===== src/trs_pkg.sv =====
// shared constants and types for the targeted neighbour refresh sequencer
package trs_pkg;

	// ------------------------------------------------------------
	// clock and timing
	// ------------------------------------------------------------
	localparam int TRS_CLK_PS             = 10000;
	localparam int TRS_ROW_ACTIVE_NS      = 40;
	localparam int TRS_PRECHARGE_NS       = 20;
	localparam int TRS_MODE_REG_DELAY_NS  = 20;
	// least times round up to whole cycles
	localparam int TRS_RAS_CYC   = (TRS_ROW_ACTIVE_NS * 1000 + TRS_CLK_PS - 1) / TRS_CLK_PS;
	localparam int TRS_RAS15_CYC = (3 * TRS_ROW_ACTIVE_NS * 1000 + 2 * TRS_CLK_PS - 1)
		/ (2 * TRS_CLK_PS);
	localparam int TRS_RP_CYC    = (TRS_PRECHARGE_NS * 1000 + TRS_CLK_PS - 1) / TRS_CLK_PS;
	localparam int TRS_MRD_CYC   = (TRS_MODE_REG_DELAY_NS * 1000 + TRS_CLK_PS - 1) / TRS_CLK_PS;

	// timer loads, one less than the spacing in cycles
	localparam int TRS_TMR_W = 8;
	localparam logic [TRS_TMR_W-1:0] TRS_LD_RAS    = TRS_TMR_W'(TRS_RAS_CYC - 1);
	localparam logic [TRS_TMR_W-1:0] TRS_LD_RAS15  = TRS_TMR_W'(TRS_RAS15_CYC - 1);
	localparam logic [TRS_TMR_W-1:0] TRS_LD_RP     = TRS_TMR_W'(TRS_RP_CYC - 1);
	localparam logic [TRS_TMR_W-1:0] TRS_LD_MRD    = TRS_TMR_W'(TRS_MRD_CYC - 1);
	localparam logic [TRS_TMR_W-1:0] TRS_LD_RP_MRD = TRS_TMR_W'(TRS_RP_CYC + TRS_MRD_CYC - 1);

	// ------------------------------------------------------------
	// targeted_refresh_control layout
	// ------------------------------------------------------------
	localparam int TRS_MR_EN_BIT   = 7;
	localparam int TRS_MR_BANK_LSB = 4;
	localparam int TRS_MR_UNL_BIT  = 3;
	localparam logic [7:0] TRS_MR_RESET = 8'h00;
	localparam logic [1:0] TRS_SEQ_LAST = 2'h2;  // index of the third activate/precharge
	localparam logic [1:0] TRS_SEQ_ALL  = 2'h3;
	localparam int TRS_ROW_W = 16;

	// ------------------------------------------------------------
	// controller register map and bus answers
	// ------------------------------------------------------------
	localparam logic [7:0] TRS_REG_CTRL   = 8'h00;
	localparam logic [7:0] TRS_REG_ROW    = 8'h04;
	localparam logic [7:0] TRS_REG_STATUS = 8'h08;
	localparam logic [7:0] TRS_REG_HITS   = 8'h0C;
	localparam logic [7:0] TRS_REG_LIMIT  = 8'h10;
	localparam logic [1:0] TRS_RESP_OKAY   = 2'h0;
	localparam logic [1:0] TRS_RESP_SLVERR = 2'h2;

	// link commands
	typedef enum logic [2:0] {TRS_NOP, TRS_ACT, TRS_PRE, TRS_PRECHARGE_EVERY_BANK, TRS_MRW, TRS_REF, TRS_SREF}
		trs_cmd_t;

endpackage


===== src/trs_link_if.sv =====
// command link between the memory controller end and the device end
`timescale 1ns/1ps
interface trs_link_if
	import trs_pkg::*;
	#(parameter int ROW_W = TRS_ROW_W);

	logic             cmdValid;
	trs_cmd_t         cmdOp;
	logic [2:0]       cmdBank;
	logic [ROW_W-1:0] cmdRow;
	logic [7:0]       cmdOperand;
	logic [7:0]       modeReg;
	logic             modeActive;
	logic [15:0]      refreshCount;
	logic             restoreValid;
	logic [2:0]       restoreBank;
	logic [ROW_W-1:0] restoreRow;

	modport device (
		input  cmdValid, cmdOp, cmdBank, cmdRow, cmdOperand,
		output modeReg, modeActive, refreshCount, restoreValid, restoreBank, restoreRow
	);

	modport ctrl (
		output cmdValid, cmdOp, cmdBank, cmdRow, cmdOperand,
		input  modeReg, modeActive, refreshCount, restoreValid, restoreBank, restoreRow
	);

endinterface


===== src/trs_ctrl_end.sv =====
// controller end: register slave and targeted refresh command sequencer
//
// Chosen here: register access over AXI4-Lite and the register offsets.
`timescale 1ns/1ps
// Functional notes
// [RL1] activate limit spans two refresh windows
// [RL2] at limit refresh fully or run sequence
// [RL3] unlimited count means no sequence needed
// [RL4] both aggressors together stay under limit
// [RL5] bit 7 enables, bits 6:4 bank
// [RL6] mode stays off during initialization
// [RL7] enter from idle, only exit write
// [RL8] device clears after third precharge, delay
// [RL9] explicit exit write ignores bank field
// [RL10] three activates, three precharges, precharge-all counts
// [RL11] entry write keeps other bits unchanged
// [RL12] wait delay, then bank activate/precharge only
// [RL13] other banks idle 1.5 active plus precharge
// [RL14] first precharge after 1.5 active time
// [RL15] second precharge one active time later
// [RL16] third precharge, complete after precharge+delay
// [RL17] interrupt: clear, three precharges, rerun
// [RL18] no refresh, no self refresh meanwhile
// [RL19] sequence activates leave refresh counter
// [RL20] new sequence waits delay plus precharge
// [RL21] sequence activates count in window budget
// [RL22] device restores degraded victim rows
// [RL23] reset leaves mode disabled
module trs_ctrl_end
	import trs_pkg::*;
	#(
		parameter int ROW_W  = TRS_ROW_W,
		parameter int ADDR_W = 8
	)
	(
		input  wire logic              ref_clk,
		input  wire logic              resetn,
		trs_link_if.ctrl               link,
		input  wire logic [ADDR_W-1:0] s_axi_awaddr,
		input  wire logic              s_axi_awvalid,
		output logic                   s_axi_awready,
		input  wire logic [31:0]       s_axi_wdata,
		input  wire logic [3:0]        s_axi_wstrb,
		input  wire logic              s_axi_wvalid,
		output logic                   s_axi_wready,
		output logic [1:0]             s_axi_bresp,
		output logic                   s_axi_bvalid,
		input  wire logic              s_axi_bready,
		input  wire logic [ADDR_W-1:0] s_axi_araddr,
		input  wire logic              s_axi_arvalid,
		output logic                   s_axi_arready,
		output logic [31:0]            s_axi_rdata,
		output logic [1:0]             s_axi_rresp,
		output logic                   s_axi_rvalid,
		input  wire logic              s_axi_rready
	);

	// ------------------------------------------------------------
	// state
	// ------------------------------------------------------------
	typedef enum logic [2:0] {C_IDLE, C_MRD, C_RAS, C_RP, C_END, C_ABT_MRD, C_ABT_PRE}
		trs_seq_t;

	typedef struct packed {
		trs_seq_t             st;
		logic [TRS_TMR_W-1:0] tmr;
		logic [1:0]           step;
		logic [1:0]           abtCnt;
		logic [2:0]           seqBank;
		logic [ROW_W-1:0]     seqRow;
		logic                 awHeld;
		logic [ADDR_W-1:0]    awAddr;
		logic                 wHeld;
		logic [31:0]          wData;
		logic [3:0]           wStrb;
		logic                 awRdy;
		logic                 wRdy;
		logic                 bValid;
		logic [1:0]           bResp;
		logic                 arRdy;
		logic                 rValid;
		logic [31:0]          rData;
		logic [1:0]           rResp;
		logic [2:0]           ctlBank;
		logic                 initDone;
		logic [ROW_W-1:0]     rowReg;
		logic [15:0]          hits;
		logic [15:0]          limit;
		logic                 done;
		logic                 aborted;
		logic                 startReq;
		logic                 abortReq;
		logic                 cmdValid;
		trs_cmd_t             cmdOp;
		logic [2:0]           cmdBank;
		logic [ROW_W-1:0]     cmdRow;
		logic [7:0]           cmdOperand;
	} trs_ctrl_st_t;

	trs_ctrl_st_t s_r;
	trs_ctrl_st_t s_nxt;
	logic         wrFire;
	logic         unlimited;
	logic         autoHit;
	logic         goStart;
	logic [31:0]  wMerged;
	logic [31:0]  oldVal;

	if (ROW_W < 1 || ROW_W > 16 || ADDR_W < 5 || ADDR_W > 8)
	begin : g_chk
		$error("row width 1..16 and address width 5..8 only");
	end

	// byte-lane merge of a register write
	function automatic logic [31:0] trsMerge(
		input logic [31:0] oldW,
		input logic [31:0] newW,
		input logic [3:0]  strb
	);
		logic [31:0] res;
		res = oldW;
		for (int i = 0; i < 4; i++)
			if (strb[i])
				res[8*i +: 8] = newW[8*i +: 8];
		return res;
	endfunction

	// ------------------------------------------------------------
	// next state
	// ------------------------------------------------------------
	always_comb
	begin
		s_nxt = s_r;
		s_nxt.cmdValid = 1'b0;
		s_nxt.cmdOp = TRS_NOP;
		// [RL3] unlimited count needs no sequence
		unlimited = link.modeReg[TRS_MR_UNL_BIT] && link.modeReg[2:0] == 3'h0;
		// [RL1] [RL2] [RL4] combined aggressor hits at limit
		autoHit = s_r.limit != 16'h0000 && s_r.hits >= s_r.limit;
		// [RL6] nothing starts before init done
		goStart = (s_r.startReq || autoHit) && s_r.initDone && !unlimited;
		wrFire = s_r.awHeld && s_r.wHeld && !s_r.bValid;
		oldVal = 32'h0000_0000;
		// idle drops old requests before a new write lands, so a start is not lost
		if (s_r.st == C_IDLE)
		begin
			s_nxt.startReq = 1'b0;
			s_nxt.abortReq = 1'b0;
		end

		// address and data taken in either order
		if (s_r.awRdy && s_axi_awvalid)
		begin
			s_nxt.awHeld = 1'b1;
			s_nxt.awAddr = s_axi_awaddr;
		end
		if (s_r.wRdy && s_axi_wvalid)
		begin
			s_nxt.wHeld = 1'b1;
			s_nxt.wData = s_axi_wdata;
			s_nxt.wStrb = s_axi_wstrb;
		end
		if (s_r.bValid && s_axi_bready)
			s_nxt.bValid = 1'b0;

		// register write once both halves are held
		unique case (s_r.awAddr)
			TRS_REG_CTRL:  oldVal = {25'h0, s_r.ctlBank, 1'b0, s_r.initDone, 2'h0};
			TRS_REG_ROW:   oldVal = 32'(s_r.rowReg);
			TRS_REG_HITS:  oldVal = {16'h0000, s_r.hits};
			TRS_REG_LIMIT: oldVal = {16'h0000, s_r.limit};
			default:       oldVal = 32'h0000_0000;
		endcase
		wMerged = trsMerge(oldVal, s_r.wData, s_r.wStrb);
		if (wrFire)
		begin
			s_nxt.awHeld = 1'b0;
			s_nxt.wHeld = 1'b0;
			s_nxt.bValid = 1'b1;
			s_nxt.bResp = TRS_RESP_OKAY;
			unique case (s_r.awAddr)
				TRS_REG_CTRL:
				begin
					// start and abort are one-shot requests
					s_nxt.startReq = s_nxt.startReq | (s_r.wStrb[0] & s_r.wData[0]);
					s_nxt.abortReq = s_nxt.abortReq | (s_r.wStrb[0] & s_r.wData[1]);
					s_nxt.initDone = wMerged[2];
					if (s_r.wStrb[0] && s_r.wData[3])
						s_nxt.done = 1'b0;
					s_nxt.ctlBank = wMerged[6:4];
				end
				TRS_REG_ROW:    s_nxt.rowReg = wMerged[ROW_W-1:0];
				TRS_REG_HITS:   s_nxt.hits = wMerged[15:0];
				TRS_REG_LIMIT:  s_nxt.limit = wMerged[15:0];
				TRS_REG_STATUS: s_nxt.bResp = TRS_RESP_OKAY;
				default:        s_nxt.bResp = TRS_RESP_SLVERR;
			endcase
		end
		s_nxt.awRdy = !s_nxt.awHeld && !s_nxt.bValid;
		s_nxt.wRdy = !s_nxt.wHeld && !s_nxt.bValid;

		// read channel, one outstanding
		if (s_r.arRdy && s_axi_arvalid)
		begin
			s_nxt.rValid = 1'b1;
			s_nxt.rResp = TRS_RESP_OKAY;
			unique case (s_axi_araddr)
				TRS_REG_CTRL:  s_nxt.rData = {25'h0, s_r.ctlBank, 1'b0, s_r.initDone, 2'h0};
				TRS_REG_ROW:   s_nxt.rData = 32'(s_r.rowReg);
				TRS_REG_STATUS:
					s_nxt.rData = {link.refreshCount, link.modeReg, 4'h0, unlimited,
						s_r.aborted, s_r.done, s_r.st != C_IDLE};
				TRS_REG_HITS:  s_nxt.rData = {16'h0000, s_r.hits};
				TRS_REG_LIMIT: s_nxt.rData = {16'h0000, s_r.limit};
				default:
				begin
					s_nxt.rData = 32'h0000_0000;
					s_nxt.rResp = TRS_RESP_SLVERR;
				end
			endcase
		end
		else if (s_r.rValid && s_axi_rready)
			s_nxt.rValid = 1'b0;
		s_nxt.arRdy = !s_nxt.rValid;

		// [RL17] interrupt: clear enable first
		if (s_r.abortReq && (s_r.st == C_MRD || s_r.st == C_RAS || s_r.st == C_RP))
		begin
			s_nxt.abortReq = 1'b0;
			s_nxt.aborted = 1'b1;
			s_nxt.cmdValid = 1'b1;
			s_nxt.cmdOp = TRS_MRW;
			s_nxt.cmdOperand = {1'b0, s_r.seqBank, link.modeReg[3:0]};
			s_nxt.tmr = TRS_LD_MRD;
			s_nxt.st = C_ABT_MRD;
		end
		else
		begin
			unique case (s_r.st)
				C_IDLE:
				begin
					// [RL7] entry only from idle
					if (goStart)
					begin
						// [RL11] entry write keeps low bits
						s_nxt.cmdValid = 1'b1;
						s_nxt.cmdOp = TRS_MRW;
						s_nxt.cmdOperand = {1'b1, s_r.ctlBank, link.modeReg[3:0]};
						s_nxt.seqBank = s_r.ctlBank;
						s_nxt.seqRow = s_r.rowReg;
						s_nxt.step = 2'h0;
						s_nxt.aborted = 1'b0;
						s_nxt.tmr = TRS_LD_MRD;
						s_nxt.st = C_MRD;
					end
				end
				C_MRD:
				begin
					// [RL12] silent until delay passes
					if (s_r.tmr == '0)
					begin
						// [RL13] first activate, busy blocks others
						s_nxt.cmdValid = 1'b1;
						s_nxt.cmdOp = TRS_ACT;
						s_nxt.cmdBank = s_r.seqBank;
						s_nxt.cmdRow = s_r.seqRow;
						s_nxt.tmr = TRS_LD_RAS15;
						s_nxt.st = C_RAS;
					end
					else
						s_nxt.tmr = s_r.tmr - 1'b1;
				end
				C_RAS:
				begin
					if (s_r.tmr == '0)
					begin
						// [RL14] [RL15] [RL16] precharge after active time
						s_nxt.cmdValid = 1'b1;
						s_nxt.cmdOp = TRS_PRE;
						s_nxt.cmdBank = s_r.seqBank;
						s_nxt.tmr = (s_r.step == TRS_SEQ_LAST) ? TRS_LD_RP_MRD : TRS_LD_RP;
						s_nxt.st = (s_r.step == TRS_SEQ_LAST) ? C_END : C_RP;
					end
					else
						s_nxt.tmr = s_r.tmr - 1'b1;
				end
				C_RP:
				begin
					if (s_r.tmr == '0)
					begin
						// [RL21] three activates only, spaced apart
						s_nxt.cmdValid = 1'b1;
						s_nxt.cmdOp = TRS_ACT;
						s_nxt.cmdBank = s_r.seqBank;
						s_nxt.cmdRow = s_r.seqRow;
						s_nxt.step = s_r.step + 1'b1;
						s_nxt.tmr = TRS_LD_RAS;
						s_nxt.st = C_RAS;
					end
					else
						s_nxt.tmr = s_r.tmr - 1'b1;
				end
				C_END:
				begin
					// [RL20] idle again only after precharge+delay
					if (s_r.tmr == '0)
					begin
						s_nxt.done = 1'b1;
						s_nxt.hits = 16'h0000;
						s_nxt.st = C_IDLE;
					end
					else
						s_nxt.tmr = s_r.tmr - 1'b1;
				end
				C_ABT_MRD, C_ABT_PRE:
				begin
					if (s_r.tmr != '0)
						s_nxt.tmr = s_r.tmr - 1'b1;
					else if (s_r.st == C_ABT_PRE && s_r.abtCnt == TRS_SEQ_ALL)
					begin
						// [RL17] rerun whole sequence
						s_nxt.cmdValid = 1'b1;
						s_nxt.cmdOp = TRS_MRW;
						s_nxt.cmdOperand = {1'b1, s_r.seqBank, link.modeReg[3:0]};
						s_nxt.step = 2'h0;
						s_nxt.tmr = TRS_LD_MRD;
						s_nxt.st = C_MRD;
					end
					else
					begin
						// [RL17] three spaced precharges
						s_nxt.cmdValid = 1'b1;
						s_nxt.cmdOp = TRS_PRE;
						s_nxt.cmdBank = s_r.seqBank;
						s_nxt.abtCnt = (s_r.st == C_ABT_MRD) ? 2'h1 : s_r.abtCnt + 1'b1;
						s_nxt.tmr = (s_r.abtCnt == TRS_SEQ_LAST) ? TRS_LD_RP_MRD : TRS_LD_RP;
						s_nxt.st = C_ABT_PRE;
					end
				end
			endcase
		end
	end

	// ------------------------------------------------------------
	// registers
	// ------------------------------------------------------------
	// [RL18] no refresh is ever issued here
	always_ff @(posedge ref_clk or negedge resetn)
	begin
		if (!resetn)
			s_r <= '0;
		else
			s_r <= s_nxt;
	end

	// outputs straight from the state register
	assign link.cmdValid   = s_r.cmdValid;
	assign link.cmdOp      = s_r.cmdOp;
	assign link.cmdBank    = s_r.cmdBank;
	assign link.cmdRow     = s_r.cmdRow;
	assign link.cmdOperand = s_r.cmdOperand;
	assign s_axi_awready   = s_r.awRdy;
	assign s_axi_wready    = s_r.wRdy;
	assign s_axi_bresp     = s_r.bResp;
	assign s_axi_bvalid    = s_r.bValid;
	assign s_axi_arready   = s_r.arRdy;
	assign s_axi_rdata     = s_r.rData;
	assign s_axi_rresp     = s_r.rResp;
	assign s_axi_rvalid    = s_r.rValid;

endmodule


===== src/flat_wrapper.sv =====
// flat-port wrapper written by rule: the top's interface ports become plain ports
module trs_ctrl_end_flat import trs_pkg::*;
#(
		parameter int ROW_W  = TRS_ROW_W,
		parameter int ADDR_W = 8
	)
  (ref_clk, resetn, s_axi_awaddr, s_axi_awvalid, s_axi_awready, s_axi_wdata, s_axi_wstrb, s_axi_wvalid, s_axi_wready, s_axi_bresp, s_axi_bvalid, s_axi_bready, s_axi_araddr, s_axi_arvalid, s_axi_arready, s_axi_rdata, s_axi_rresp, s_axi_rvalid, s_axi_rready, link_cmdValid, link_cmdOp, link_cmdBank, link_cmdRow, link_cmdOperand, link_modeReg, link_modeActive, link_refreshCount, link_restoreValid, link_restoreBank, link_restoreRow);
  trs_link_if #(.ROW_W(ROW_W)) link_i ();
  input  wire logic ref_clk;
  input  wire logic resetn;
  input  wire logic [ADDR_W-1:0] s_axi_awaddr;
  input  wire logic s_axi_awvalid;
  output logic s_axi_awready;
  input  wire logic [31:0] s_axi_wdata;
  input  wire logic [3:0] s_axi_wstrb;
  input  wire logic s_axi_wvalid;
  output logic s_axi_wready;
  output logic [1:0] s_axi_bresp;
  output logic s_axi_bvalid;
  input  wire logic s_axi_bready;
  input  wire logic [ADDR_W-1:0] s_axi_araddr;
  input  wire logic s_axi_arvalid;
  output logic s_axi_arready;
  output logic [31:0] s_axi_rdata;
  output logic [1:0] s_axi_rresp;
  output logic s_axi_rvalid;
  input  wire logic s_axi_rready;
  output wire logic [$bits(link_i.cmdValid)-1:0] link_cmdValid;
  output wire logic [$bits(link_i.cmdOp)-1:0] link_cmdOp;
  output wire logic [$bits(link_i.cmdBank)-1:0] link_cmdBank;
  output wire logic [$bits(link_i.cmdRow)-1:0] link_cmdRow;
  output wire logic [$bits(link_i.cmdOperand)-1:0] link_cmdOperand;
  input wire logic [$bits(link_i.modeReg)-1:0] link_modeReg;
  input wire logic [$bits(link_i.modeActive)-1:0] link_modeActive;
  input wire logic [$bits(link_i.refreshCount)-1:0] link_refreshCount;
  input wire logic [$bits(link_i.restoreValid)-1:0] link_restoreValid;
  input wire logic [$bits(link_i.restoreBank)-1:0] link_restoreBank;
  input wire logic [$bits(link_i.restoreRow)-1:0] link_restoreRow;
  assign link_cmdValid = link_i.cmdValid;
  assign link_cmdOp = link_i.cmdOp;
  assign link_cmdBank = link_i.cmdBank;
  assign link_cmdRow = link_i.cmdRow;
  assign link_cmdOperand = link_i.cmdOperand;
  assign link_i.modeReg = link_modeReg;
  assign link_i.modeActive = link_modeActive;
  assign link_i.refreshCount = link_refreshCount;
  assign link_i.restoreValid = link_restoreValid;
  assign link_i.restoreBank = link_restoreBank;
  assign link_i.restoreRow = link_restoreRow;
  trs_ctrl_end #(.ROW_W(ROW_W), .ADDR_W(ADDR_W)) u_core (.ref_clk(ref_clk), .resetn(resetn), .link(link_i), .s_axi_awaddr(s_axi_awaddr), .s_axi_awvalid(s_axi_awvalid), .s_axi_awready(s_axi_awready), .s_axi_wdata(s_axi_wdata), .s_axi_wstrb(s_axi_wstrb), .s_axi_wvalid(s_axi_wvalid), .s_axi_wready(s_axi_wready), .s_axi_bresp(s_axi_bresp), .s_axi_bvalid(s_axi_bvalid), .s_axi_bready(s_axi_bready), .s_axi_araddr(s_axi_araddr), .s_axi_arvalid(s_axi_arvalid), .s_axi_arready(s_axi_arready), .s_axi_rdata(s_axi_rdata), .s_axi_rresp(s_axi_rresp), .s_axi_rvalid(s_axi_rvalid), .s_axi_rready(s_axi_rready));
endmodule

===== config.mk =====
export PLATFORM = sky130hd
export DESIGN_NAME = trs_ctrl_end_flat
export DESIGN_NICKNAME = d
export VERILOG_FILES = /design/src/trs_pkg.sv /design/src/trs_link_if.sv /design/src/trs_ctrl_end.sv /design/src/flat_wrapper.sv
export SDC_FILE = /design/constraint.sdc
export NUM_CORES = 1
export LEC_CHECK = 0
export BUFFER_PORTS_ARGS = -buffer_cell sky130_fd_sc_hd__buf_4
export CAP_MARGIN = 20
export CORE_UTILIZATION = 45
export CTS_BUF_LIST = sky130_fd_sc_hd__clkbuf_4 sky130_fd_sc_hd__clkbuf_8
export DETAILED_ROUTE_END_ITERATION = 10
export GPL_TIMING_DRIVEN = 0
export PLACE_DENSITY = 0.67
export SLEW_MARGIN = 40
export SYNTH_ARGS = -nofsm -noshare
export SYNTH_HDL_FRONTEND = slang
export SYNTH_SLANG_ARGS = --single-unit

===== constraint.sdc =====
create_clock -name ref_clk -period 2.8 [get_ports ref_clk]
set_input_delay 0 -clock ref_clk [delete_from_list [all_inputs] [get_ports ref_clk]]
set_output_delay 0 -clock ref_clk [all_outputs]
set_load 0.02 [all_outputs]

After elaboration in Yosys (flattened, before gate mapping) --
Cells that the tools add are included.
Operators by class: add/subtract/negate cells 3, multipliers 0, divide/modulo/power cells 0, order comparisons 1, equal/unequal tests 30, shifts and indexed selects 0, muxes and demuxes 68, bitwise operators 7, reduce and logical (&&, ||, !) cells 54
Operators by type and width (count):
- case mux 32 bit (5 select lines) | 1
- two-way mux 8 bit | 11
- two-way mux 16 bit | 5
- case mux 11 bit (6 select lines) | 1
- case mux 16 bit (3 select lines) | 1
- two-way mux 37 bit | 1
- two-way mux 33 bit | 1
- == test 8 x 4 -> 1 bit (second input constant) | 4
- zero test 8 bit | 3
- two-way mux 3 bit | 8
- two-way mux 23 bit | 1
- two-way mux 11 bit | 2
- two-way mux 2 bit | 11
- == test 8 x 3 -> 1 bit (second input constant) | 2
- == test 8 x 5 -> 1 bit (second input constant) | 2
- >= comparator 16 bit | 1
- logical AND 1 bit | 16
- case mux 4 bit (4 select lines) | 1
- case mux 8 bit (2 select lines) | 1
- nonzero test 16 bit | 1
- two-way mux 1 bit | 14
- two-way mux 7 bit | 2
- two-way mux 13 bit | 1
- two-way mux 4 bit | 3
- 29 further kinds | 69
Word-level totals: register bits after elaboration 208, bits in latches 0, memory bits (writable) 0, memory bits (read-only) 0, output and inout port bits 72, logic and storage cells 196, memories kept 0

Depth between registers and ports, before layout --
Gate-level depths: netlist of run 1.
word-level depth 8, gate-level depth with buffers 10

Least setup slack after synthesis of run 1 --
Ideal clock, no wire load.
path type register -> register, start point register u_core.s_r[36] in the netlist's numbering, end point register u_core.s_r (netlist bit u_core.link.cmdOperand[0]), library setup time 128 ps, arrival time 2389 ps, setup slack 283 ps, stages on the path, launching flop included 11, buffers on the path 1, path through dfrtp_1 > inv_1 > ha_1 > nor2b_1 > o211a_1 > o311ai_1 > a41oi_1 > o211ai_2 > and3_1 > buf_2 > mux2_1
On the way: cells in the longest elaborated chain, start to end 7, elaborated cells on any way between the ends 8, those cells by class order compare: 1; eq/ne: 1; reduce/logical: 6
RTL lines:
- start: declaration | line trs_ctrl_end.sv:100 | trs_ctrl_st_t s_r;
- start signal: assignment | line trs_ctrl_end.sv:353 | s_r <= s_nxt;
- >= comparator 16 bit / nonzero test 16 bit (equally long branches) | line trs_ctrl_end.sv:139 | autoHit = s_r.limit != 16'h0000 && s_r.hits >= s_r.limit;
- logical AND 1 bit * | line trs_ctrl_end.sv:139
- logical OR 1 bit * | line trs_ctrl_end.sv:141 | goStart = (s_r.startReq || autoHit) && s_r.initDone && !unlimited;
- logical AND 1 bit * (2 in series) | line trs_ctrl_end.sv:141
- inequality test 3 x 2 -> 1 bit (no line) *
- AND reduction 4 bit (no line) *
Mark *: on every way between the ends. The rest lies on a longest branch, timed or not. A chain may end at the register's enable or synchronous reset.

Worst setup path in the final report of run 1 --
start point register u_core.s_r[52] in the netlist's numbering, end point register u_core.s_r (netlist bit u_core.link.cmdOperand[2])
On the way: cells in the longest elaborated chain, start to end 7
RTL lines (line):
- >= comparator 16 bit | trs_ctrl_end.sv:139
- logical AND 1 bit | trs_ctrl_end.sv:139
- logical OR 1 bit | trs_ctrl_end.sv:141
- logical AND 1 bit (2 in series) | trs_ctrl_end.sv:141
- inequality test 3 x 2 -> 1 bit (no line)
- AND reduction 4 bit (no line)
No other way between the ends.

==> results of run 1 <==
-- worst max-delay path, stage by stage, from the launching register on --
cell and delay [ps]:
dfrtp_1 440, ha_1 310, nor2b_1 140, o211a_1 200, o311ai_1 310, a41oi_2 250, o211ai_2 260, and3_1 200
buf_6 180, mux2_1 340
-- flip-flops by register name (all words and copies together), names as in the netlist --
signal,flops
u_core.link.cmdValid,1
u_core.s_axi_bresp,1
u_core.s_r,118
u_core.s_axi_rvalid,1
u_core.s_axi_awready,1
u_core.s_axi_wready,1
u_core.s_axi_arready,1
u_core.link.cmdOp,3
u_core.link.cmdOperand,8
u_core.link.cmdBank,3
u_core.s_axi_rdata,32
u_core.s_axi_bvalid,1
u_core.s_axi_rresp,1
u_core.link.cmdRow,16
-- layer usage --
metal	track usage (%)	vias to the layer above	wire, um
met5	0	-	0
met4	7.58	0	387
met3	3.87	27	1480
met2	36.6	266	11500
met1	33.4	3732	11400
li1	-	3617	-
-- cells in the mapped netlist (2+ instances only) --
master and instances:
nor2b_1 12, nand2_1 113, ha_1 20, or3_1 4, mux2_1 7, a22o_1 31
buf_1 2, o22ai_1 2, nand3_1 21, o21bai_1 3, o21ai_1 6, dfrtp_1 188
and2_1 4, a222oi_1 22, o211ai_1 3, o31ai_1 7, and3_1 8, nor4_1 5
buf_4 71, mux2i_1 4, mux2_2 103, clkbuf_1 29, a221oi_1 12, buf_2 10
nand2b_1 8, nor2_1 30, inv_1 46, a32o_1 4, o21ai_0 49, o21a_1 2
o211a_1 2, a31oi_1 6, nor4b_4 2, nand4_1 3, nor3_1 8, and2_0 2
a21oi_1 31
-- cells in the final DEF (no fill, tap or decap), types with 8 or more instances in the layout --
master,n
a21oi_1,31
a221oi_1,12
a222oi_1,22
a22o_1,31
and3_1,8
buf_4,214
clkbuf_1,28
clkbuf_8,18
dfrtp_1,184
dlygate4sd3_1,61
ha_1,20
inv_1,46
mux2_2,103
nand2_1,112
nand2b_1,8
nand3_1,20
nor2_1,30
nor2b_1,12
nor3_1,8
o21ai_0,48
-- kinds of logic (layout without fill, tap and decap cells) --
family                   Yosys count  in the layout  synth area share, %
AO/OA/AOI/OAI                    190            190                 14.0
adder cells (fa/ha/maj)           20             20                 2.61
buffers and inverters            159            396                 9.20
flip-flops                       188            188                 49.0
multiplexers                     114            114                 13.3
other                              1              3               0.0390
AND/OR/NAND/NOR                  233            233                 11.9
-- how the worst max path moves through the flow --
stage	start	endpoint	slack, ps	depth (start not counted)
3_3_place_gp	u_core.s_r[36]$_DFFE_PN0P_	u_core.link.cmdOperand[6]$_DFFE_PN0P_	-270	10
3_5_place_dp	u_core.s_r[36]$_DFFE_PN0P_	u_core.link.cmdOperand[0]$_DFFE_PN0P_	-290	10
5_1_grt	u_core.s_r[36]$_DFFE_PN0P_	u_core.link.cmdOperand[5]$_DFFE_PN0P_	-50	10
6_report	u_core.s_r[52]$_DFF_PN0_	u_core.link.cmdOperand[2]$_DFFE_PN0P_	60	9
4_1_cts	u_core.s_r[37]$_DFFE_PN0P_	u_core.s_r[187]$_DFFE_PN0P_	40	10
2_1_floorplan	u_core.s_r[36]$_DFFE_PN0P_	u_core.link.cmdOperand[0]$_DFFE_PN0P_	280	10
-- through the flow --
step / setup TNS [ps] / total power, mW / util, % / std cells / instance area [um^2]
finish: 0 / 8.04 / 57.8 / 1419 / 12100
global route: -606 / 8.56 / 57.8 / 1419 / 12100
CTS: 0 / 8.04 / 57.5 / 1414 / 12000
detailed placement: -3680 / 6.18 / 52.6 / 1317 / 11000
global placement: -3550 / 6.10 / 52.3 / 1315 / 11000
floorplan: 0 / 5.34 / - / 906 / 9610
-- final cells by class --
cell class | count | share of cell area [%]
Sequential cell | 188 | 38.9
Multi-Input combinational cell | 559 | 33.4
Timing Repair Buffer | 205 | 14.4
Buffer | 113 | 5.97
Tap cell | 275 | 2.84
Clock buffer | 19 | 2.11
Inverter | 46 | 1.43
Clock inverter | 13 | 0.910
Antenna cell | 1 | 0.0207
-- where the power goes --
part / switching, mW / internal, mW
combinational: 1.48 / 1.23
sequential: 0.456 / 3.17
clock: 1.03 / 0.670
total: 2.96 / 5.07
-- timing repair --
| action | CTS | global route |
|---|---|---|
| endpoints found under the hold margin | 176 | 0 |
| resized for setup | 3 | 13 |
| buffers inserted | 4 | 4 |
| hold buffers | 61 | 0 |
| pin swaps | 2 | 2 |
| setup endpoints to repair | 25 | 39 |
==> results.yml, run 1 <==
run_status:
  status: "completed"
die:
  rows: 53
  die_w_um: 148
  io_pins: 176
  start_util_pct: 45.8
  die-height_um: 148
  die-area_um2: 21900
  design.core.area_um2: 21000
finish:
  multi_input_area_um2: 4050
  layout-drive-gt1-share_pct: 33.3
  register_area_um2: 4710
  nets: 1254
  syn2layout_area_growth_pct: 26.0
  fill_cells: 1826
worst_hold_path:
  min_to: "u_core.s_axi_rdata[7]$_DFFE_PN0P_"
  whs_path_depth: 5
  holdCritPathClass: "in2reg"
  hold_path_startpoint: "s_axi_araddr[1]"
power_and_ir_drop:
  leakagePower_nw: 5.90
  irDropWorstVdd_mv: 0.433
  p_per_area_nw_per_um2: 664
logic_synthesis:
  yosysWarnings: 0
  synth_area_um2: 9610
  yosys.area.top_type_share_pct: 49.0
  synth_edf_count: 0
  ys_seq_area_share_pct: 49.0
  ys_types: 62
  avgSynthCellArea_um2: 10.6
  ys_top_cells_by_area: "dfrtp_1 (49%), mux2_2 (12%), buf_4 (5.5%)"
  yosysTopAreaCell: "dfrtp_1"
  ys.flop_type: "dfrtp_1"
  async_reset_ff_share_pct: 100
  postSynthCellCount: 905
  yosys_register_bits: 188
placed_design:
  dp_slack_ps: -289
  dpl.hpwl_mm: 17.7
  portBuffers: 134
  gp_congestion: 0.881
grt:
  grt_antenna_before_repair: 1
  grt_max_degree: 76
  grt_pass1_wl_mm: 39.8
  overflow: 0
  first_global_vias: 7455
  grt_usage_pct: 23.5
sta:
  maxClockFrequency_mhz: 365
  min_period_ps: 2740
  hold_viol: 0
  tightest_slew_ps: 853
  timing.final.ws_setup_ps: 60.9
  slew_viol_final: 0
  skew_ps: 14.6
  min_period_over_period_pct: 97.8
  slew_headroom_pct: 42.7
  grt_setup_unrepaired: "yes"
  whs_ps: 98.3
  setup_viol: 0
routing:
  initialDrtViolationCount: 662
  drc: 0
  routedWlPerCell_um: 17.5
  vias: 7642
  drtAntennaViolNets: 0
  drt_wl_total_mm: 24.8
  drt_first_pass_iters: 5
  via_per_inst: 5.39
cts:
  clock_latency_ps: 470
  cts_buffers: 17
  clk_path_buf_depth: 2
  cts.clk_slew.worst_paths_ps: 90
  root_buffer: "clkbuf_8"
  cts_tree: "done"
  cts_num_sinks: 188
  cts-htree-levels: 4
worst_setup_path:
  cp_max_fo: 8
  critPathKind: "reg2reg"
  timing.rr.end: "u_core.link.cmdOperand[2]$_DFFE_PN0P_"
  cp_data_required_time_ps: 3150
  rrSetupSlack_ps: 60
  worstReg2RegStart: "u_core.s_r[52]$_DFF_PN0_"
  rr_worst_depth: 9
  arrival_ps: 3090
  endpoint_kind: "flip-flop"
  cp-start-kind: "flip-flop"
run:
  maxCapViolations: 0
Power figures use the tool's default switching activity.
==> inputs of run 2 (changes only) <==
--- a/config.mk
+++ b/config.mk
@@ -7,11 +7,12 @@
 export LEC_CHECK = 0
 export BUFFER_PORTS_ARGS = -buffer_cell sky130_fd_sc_hd__buf_4
 export CAP_MARGIN = 20
+export CORE_ASPECT_RATIO = 0.5
 export CORE_UTILIZATION = 45
 export CTS_BUF_LIST = sky130_fd_sc_hd__clkbuf_4 sky130_fd_sc_hd__clkbuf_8
 export DETAILED_ROUTE_END_ITERATION = 10
 export GPL_TIMING_DRIVEN = 0
-export PLACE_DENSITY = 0.67
+export PLACE_DENSITY = 0.77
 export SLEW_MARGIN = 40
 export SYNTH_ARGS = -nofsm -noshare
 export SYNTH_HDL_FRONTEND = slang
==> constraint.sdc (replaced) <==
create_clock -name ref_clk -period 2.8 [get_ports ref_clk]
set_input_delay 0.56 -clock ref_clk [delete_from_list [all_inputs] [get_ports ref_clk]]
set_output_delay 0.56 -clock ref_clk [all_outputs]
set_load 0.02 [all_outputs]
==> run 2 against run 1 <==
  * Via count rose by 0.43%
  * Total power rose by 2.7%
  * First-iteration DRC count rose by 4.4%
  * Routed wire length rose by 2.9%
  * Final cell count fell by 4.1%
  * Critical path depth rose by 1
  * Critical endpoint is now u_core.link.cmdOperand[4]$_DFFE_PN0P_
  * Count of clock-buffer cells in the layout fell by 2
  * Clock skew rose by 8.2 ps
==> results.yml, run 2 (same netlist as run 1, synthesis figures left out) <==
grt:
  grt_max_degree: 68
  met2_usage_pct: 37.0
  grtUsageMet1_pct: 33.0
  grt.busiest_layer: "met2"
  overflow: 0
  grt_antenna_before_repair: 1
  grt_usage_pct: 23.8
  first_global_vias: 7662
  gr-usage-met3_pct: 5.66
  grt_pass1_wl_mm: 40.7
finish:
  final_common_cell: "buf_4"
  syn2layout_area_growth_pct: 21.2
  fill_cells: 1823
  top_register: "u_core.s_r"
  layout_common_cells: "buf_4 (218), dfrtp_1 (184), nand2_1 (113)"
  layout-drive-gt1-share_pct: 36.2
  nets: 1198
  largest_register_ff_count: 118
sta:
  min_period_over_period_pct: 97.3
  maxClockFrequency_mhz: 367
  skew_ps: 22.8
  grt_setup_unrepaired: "yes"
  whs_ps: 14.0
  min_period_ps: 2720
  hold_viol: 0
  slew_viol_final: 0
  slew_headroom_pct: 41.4
  setup_viol: 0
  tightest_slew_ps: 872
die:
  rows: 37
  die-height_um: 105
  die_w_um: 209
  die-area_um2: 22000
  io_pins: 176
  design.core.area_um2: 20700
  start_util_pct: 46.3
cts:
  cts_buffers: 17
  root_buffer: "clkbuf_8"
  cts-htree-levels: 4
  cts_num_sinks: 188
  clock_latency_ps: 490
  cts.clk_slew.worst_paths_ps: 120
  clk_path_buf_depth: 2
  cts-hold-fix-buffers: 0
  cts_tree: "done"
worst_setup_path:
  cp-start-kind: "flip-flop"
  rrSetupSlack_ps: 80
  arrival_ps: 3090
  cp_data_required_time_ps: 3160
  cp_cell_sequence: "inv_1, ha_4, nor2b_1, o211a_1, o311ai_2, a41oi_2, o211ai_4, and3_4, buf_12, mux2_1"
  timing.rr.end: "u_core.link.cmdOperand[4]$_DFFE_PN0P_"
  endpoint: "u_core.link.cmdOperand[4]$_DFFE_PN0P_"
  slowest_delay_ps: 420
  worstReg2RegStart: "u_core.s_r[36]$_DFFE_PN0P_"
  critPathKind: "reg2reg"
  rr_worst_depth: 10
  endpoint_kind: "flip-flop"
  crit_start: "u_core.s_r[36]$_DFFE_PN0P_"
  cp_max_fo: 8
  crit_slowest_cell: "dfrtp_1"
routing:
  drt_wl_total_mm: 25.5
  drtAntennaViolNets: 0
  initialDrtViolationCount: 691
  drc: 0
  via_per_inst: 5.64
  drt_first_pass_iters: 6
  vias: 7675
  routedWlPerCell_um: 18.7
power_and_ir_drop:
  power_switching_mw: 3.13
  p_per_area_nw_per_um2: 709
  p_seq_share_pct: 44.0
  irDropWorstVdd_mv: 0.367
  swShare_pct: 37.9
  power.total_mw: 8.25
  clkPwrFrac_pct: 22.7
  internal_power_mw: 5.13
  leakagePower_nw: 5.71
  comb_power_share_pct: 33.3
placed_design:
  portBuffers: 134
  dpl.hpwl_mm: 18.9
  gp_congestion: 0.916
worst_hold_path:
  holdCritPathClass: "in2async"
run:
  maxCapViolations: 0
run_status:
  status: "completed"
==> run 2: how the worst min path moves through the flow <==
stage	from	end	cells past startpoint
after floorplan	resetn	u_core.link.cmdBank[0]$_DFFE_PN0P_	0
after global placement	u_core.s_axi_rdata[27]$_DFFE_PN0P_	u_core.s_axi_rdata[27]$_DFFE_PN0P_	2
after detailed placement	u_core.s_axi_rdata[26]$_DFFE_PN0P_	u_core.s_axi_rdata[26]$_DFFE_PN0P_	2
after CTS	resetn	u_core.s_r[206]$_DFFE_PN0P_	1
after global routing	resetn	u_core.link.cmdOp[1]$_DFF_PN0_	1
final	resetn	u_core.link.cmdOp[1]$_DFF_PN0_	1
==> run 2: routing by layer <==
layer / vias to the layer above / part of all wire, %
met5: - / 0
met4: 0 / 2.0
met3: 39 / 7.4
met2: 304 / 46
met1: 3820 / 45
li1: 3512 / -
==> run 2: cell type report <==
| type | instances | area, um^2 | area share, % |
|---|---|---|---|
| antenna | 1 | 2.50 | 0.0215 |
| buffer | 113 | 732 | 6.29 |
| inverter | 46 | 173 | 1.48 |
| multi-input combinational | 559 | 4110 | 35.3 |
| tap | 273 | 342 | 2.93 |
| clock inverter | 15 | 178 | 1.53 |
| sequential | 188 | 4710 | 40.4 |
| timing repair buffer | 149 | 1170 | 10.0 |
| clock buffer | 17 | 234 | 2.01 |
==> run 2: critical path, delay by kind of cell (launching register included) <==
kind / cells / cell delay, ps
buffers and inverters: 2 / 240
muxes: 1 / 320
AOI/OAI and AO/OA: 4 / 1030
and+or+nand+nor: 2 / 370
DFF: 1 / 420
adders and majority gates: 1 / 210
==> run 2: repair_timing <==
item                                    CTS  global route
resized for setup                         5            20
pin swaps                                 3             7
endpoints found under the setup margin   24            40
setup buffers                             6             7
==> run 2: per-stage QoR <==
| stage | setup WS (ps) | instances | TNS, ps | util, % | area (um^2) |
|---|---|---|---|---|---|
| 5_1_grt | -19.4 | 1360 | -69.0 | 56.1 | 11600 |
| 3_3_place_gp | -161 | 1313 | -2520 | 52.8 | 11000 |
| 6_report | 76.9 | 1361 | 0 | 56.1 | 11600 |
| 2_1_floorplan | 283 | 906 | 0 | - | 9610 |
| 4_1_cts | 1.15 | 1353 | 0 | 55.5 | 11500 |
| 3_5_place_dp | -227 | 1315 | -3680 | 53.2 | 11000 |
==> run 2: power by group through the flow <==
| stage | Sequential [mW] | Clock (mW) | Combinational, mW |
|---|---|---|---|
| final | 3.63 | 1.87 | 2.75 |
| after global routing | 3.69 | 2.01 | 3.02 |
| after CTS | 3.62 | 1.90 | 2.67 |
| after detailed placement | 3.68 | 0 | 2.54 |
| after global placement | 3.64 | 0 | 2.44 |
| after floorplan | 3.54 | 0 | 1.80 |
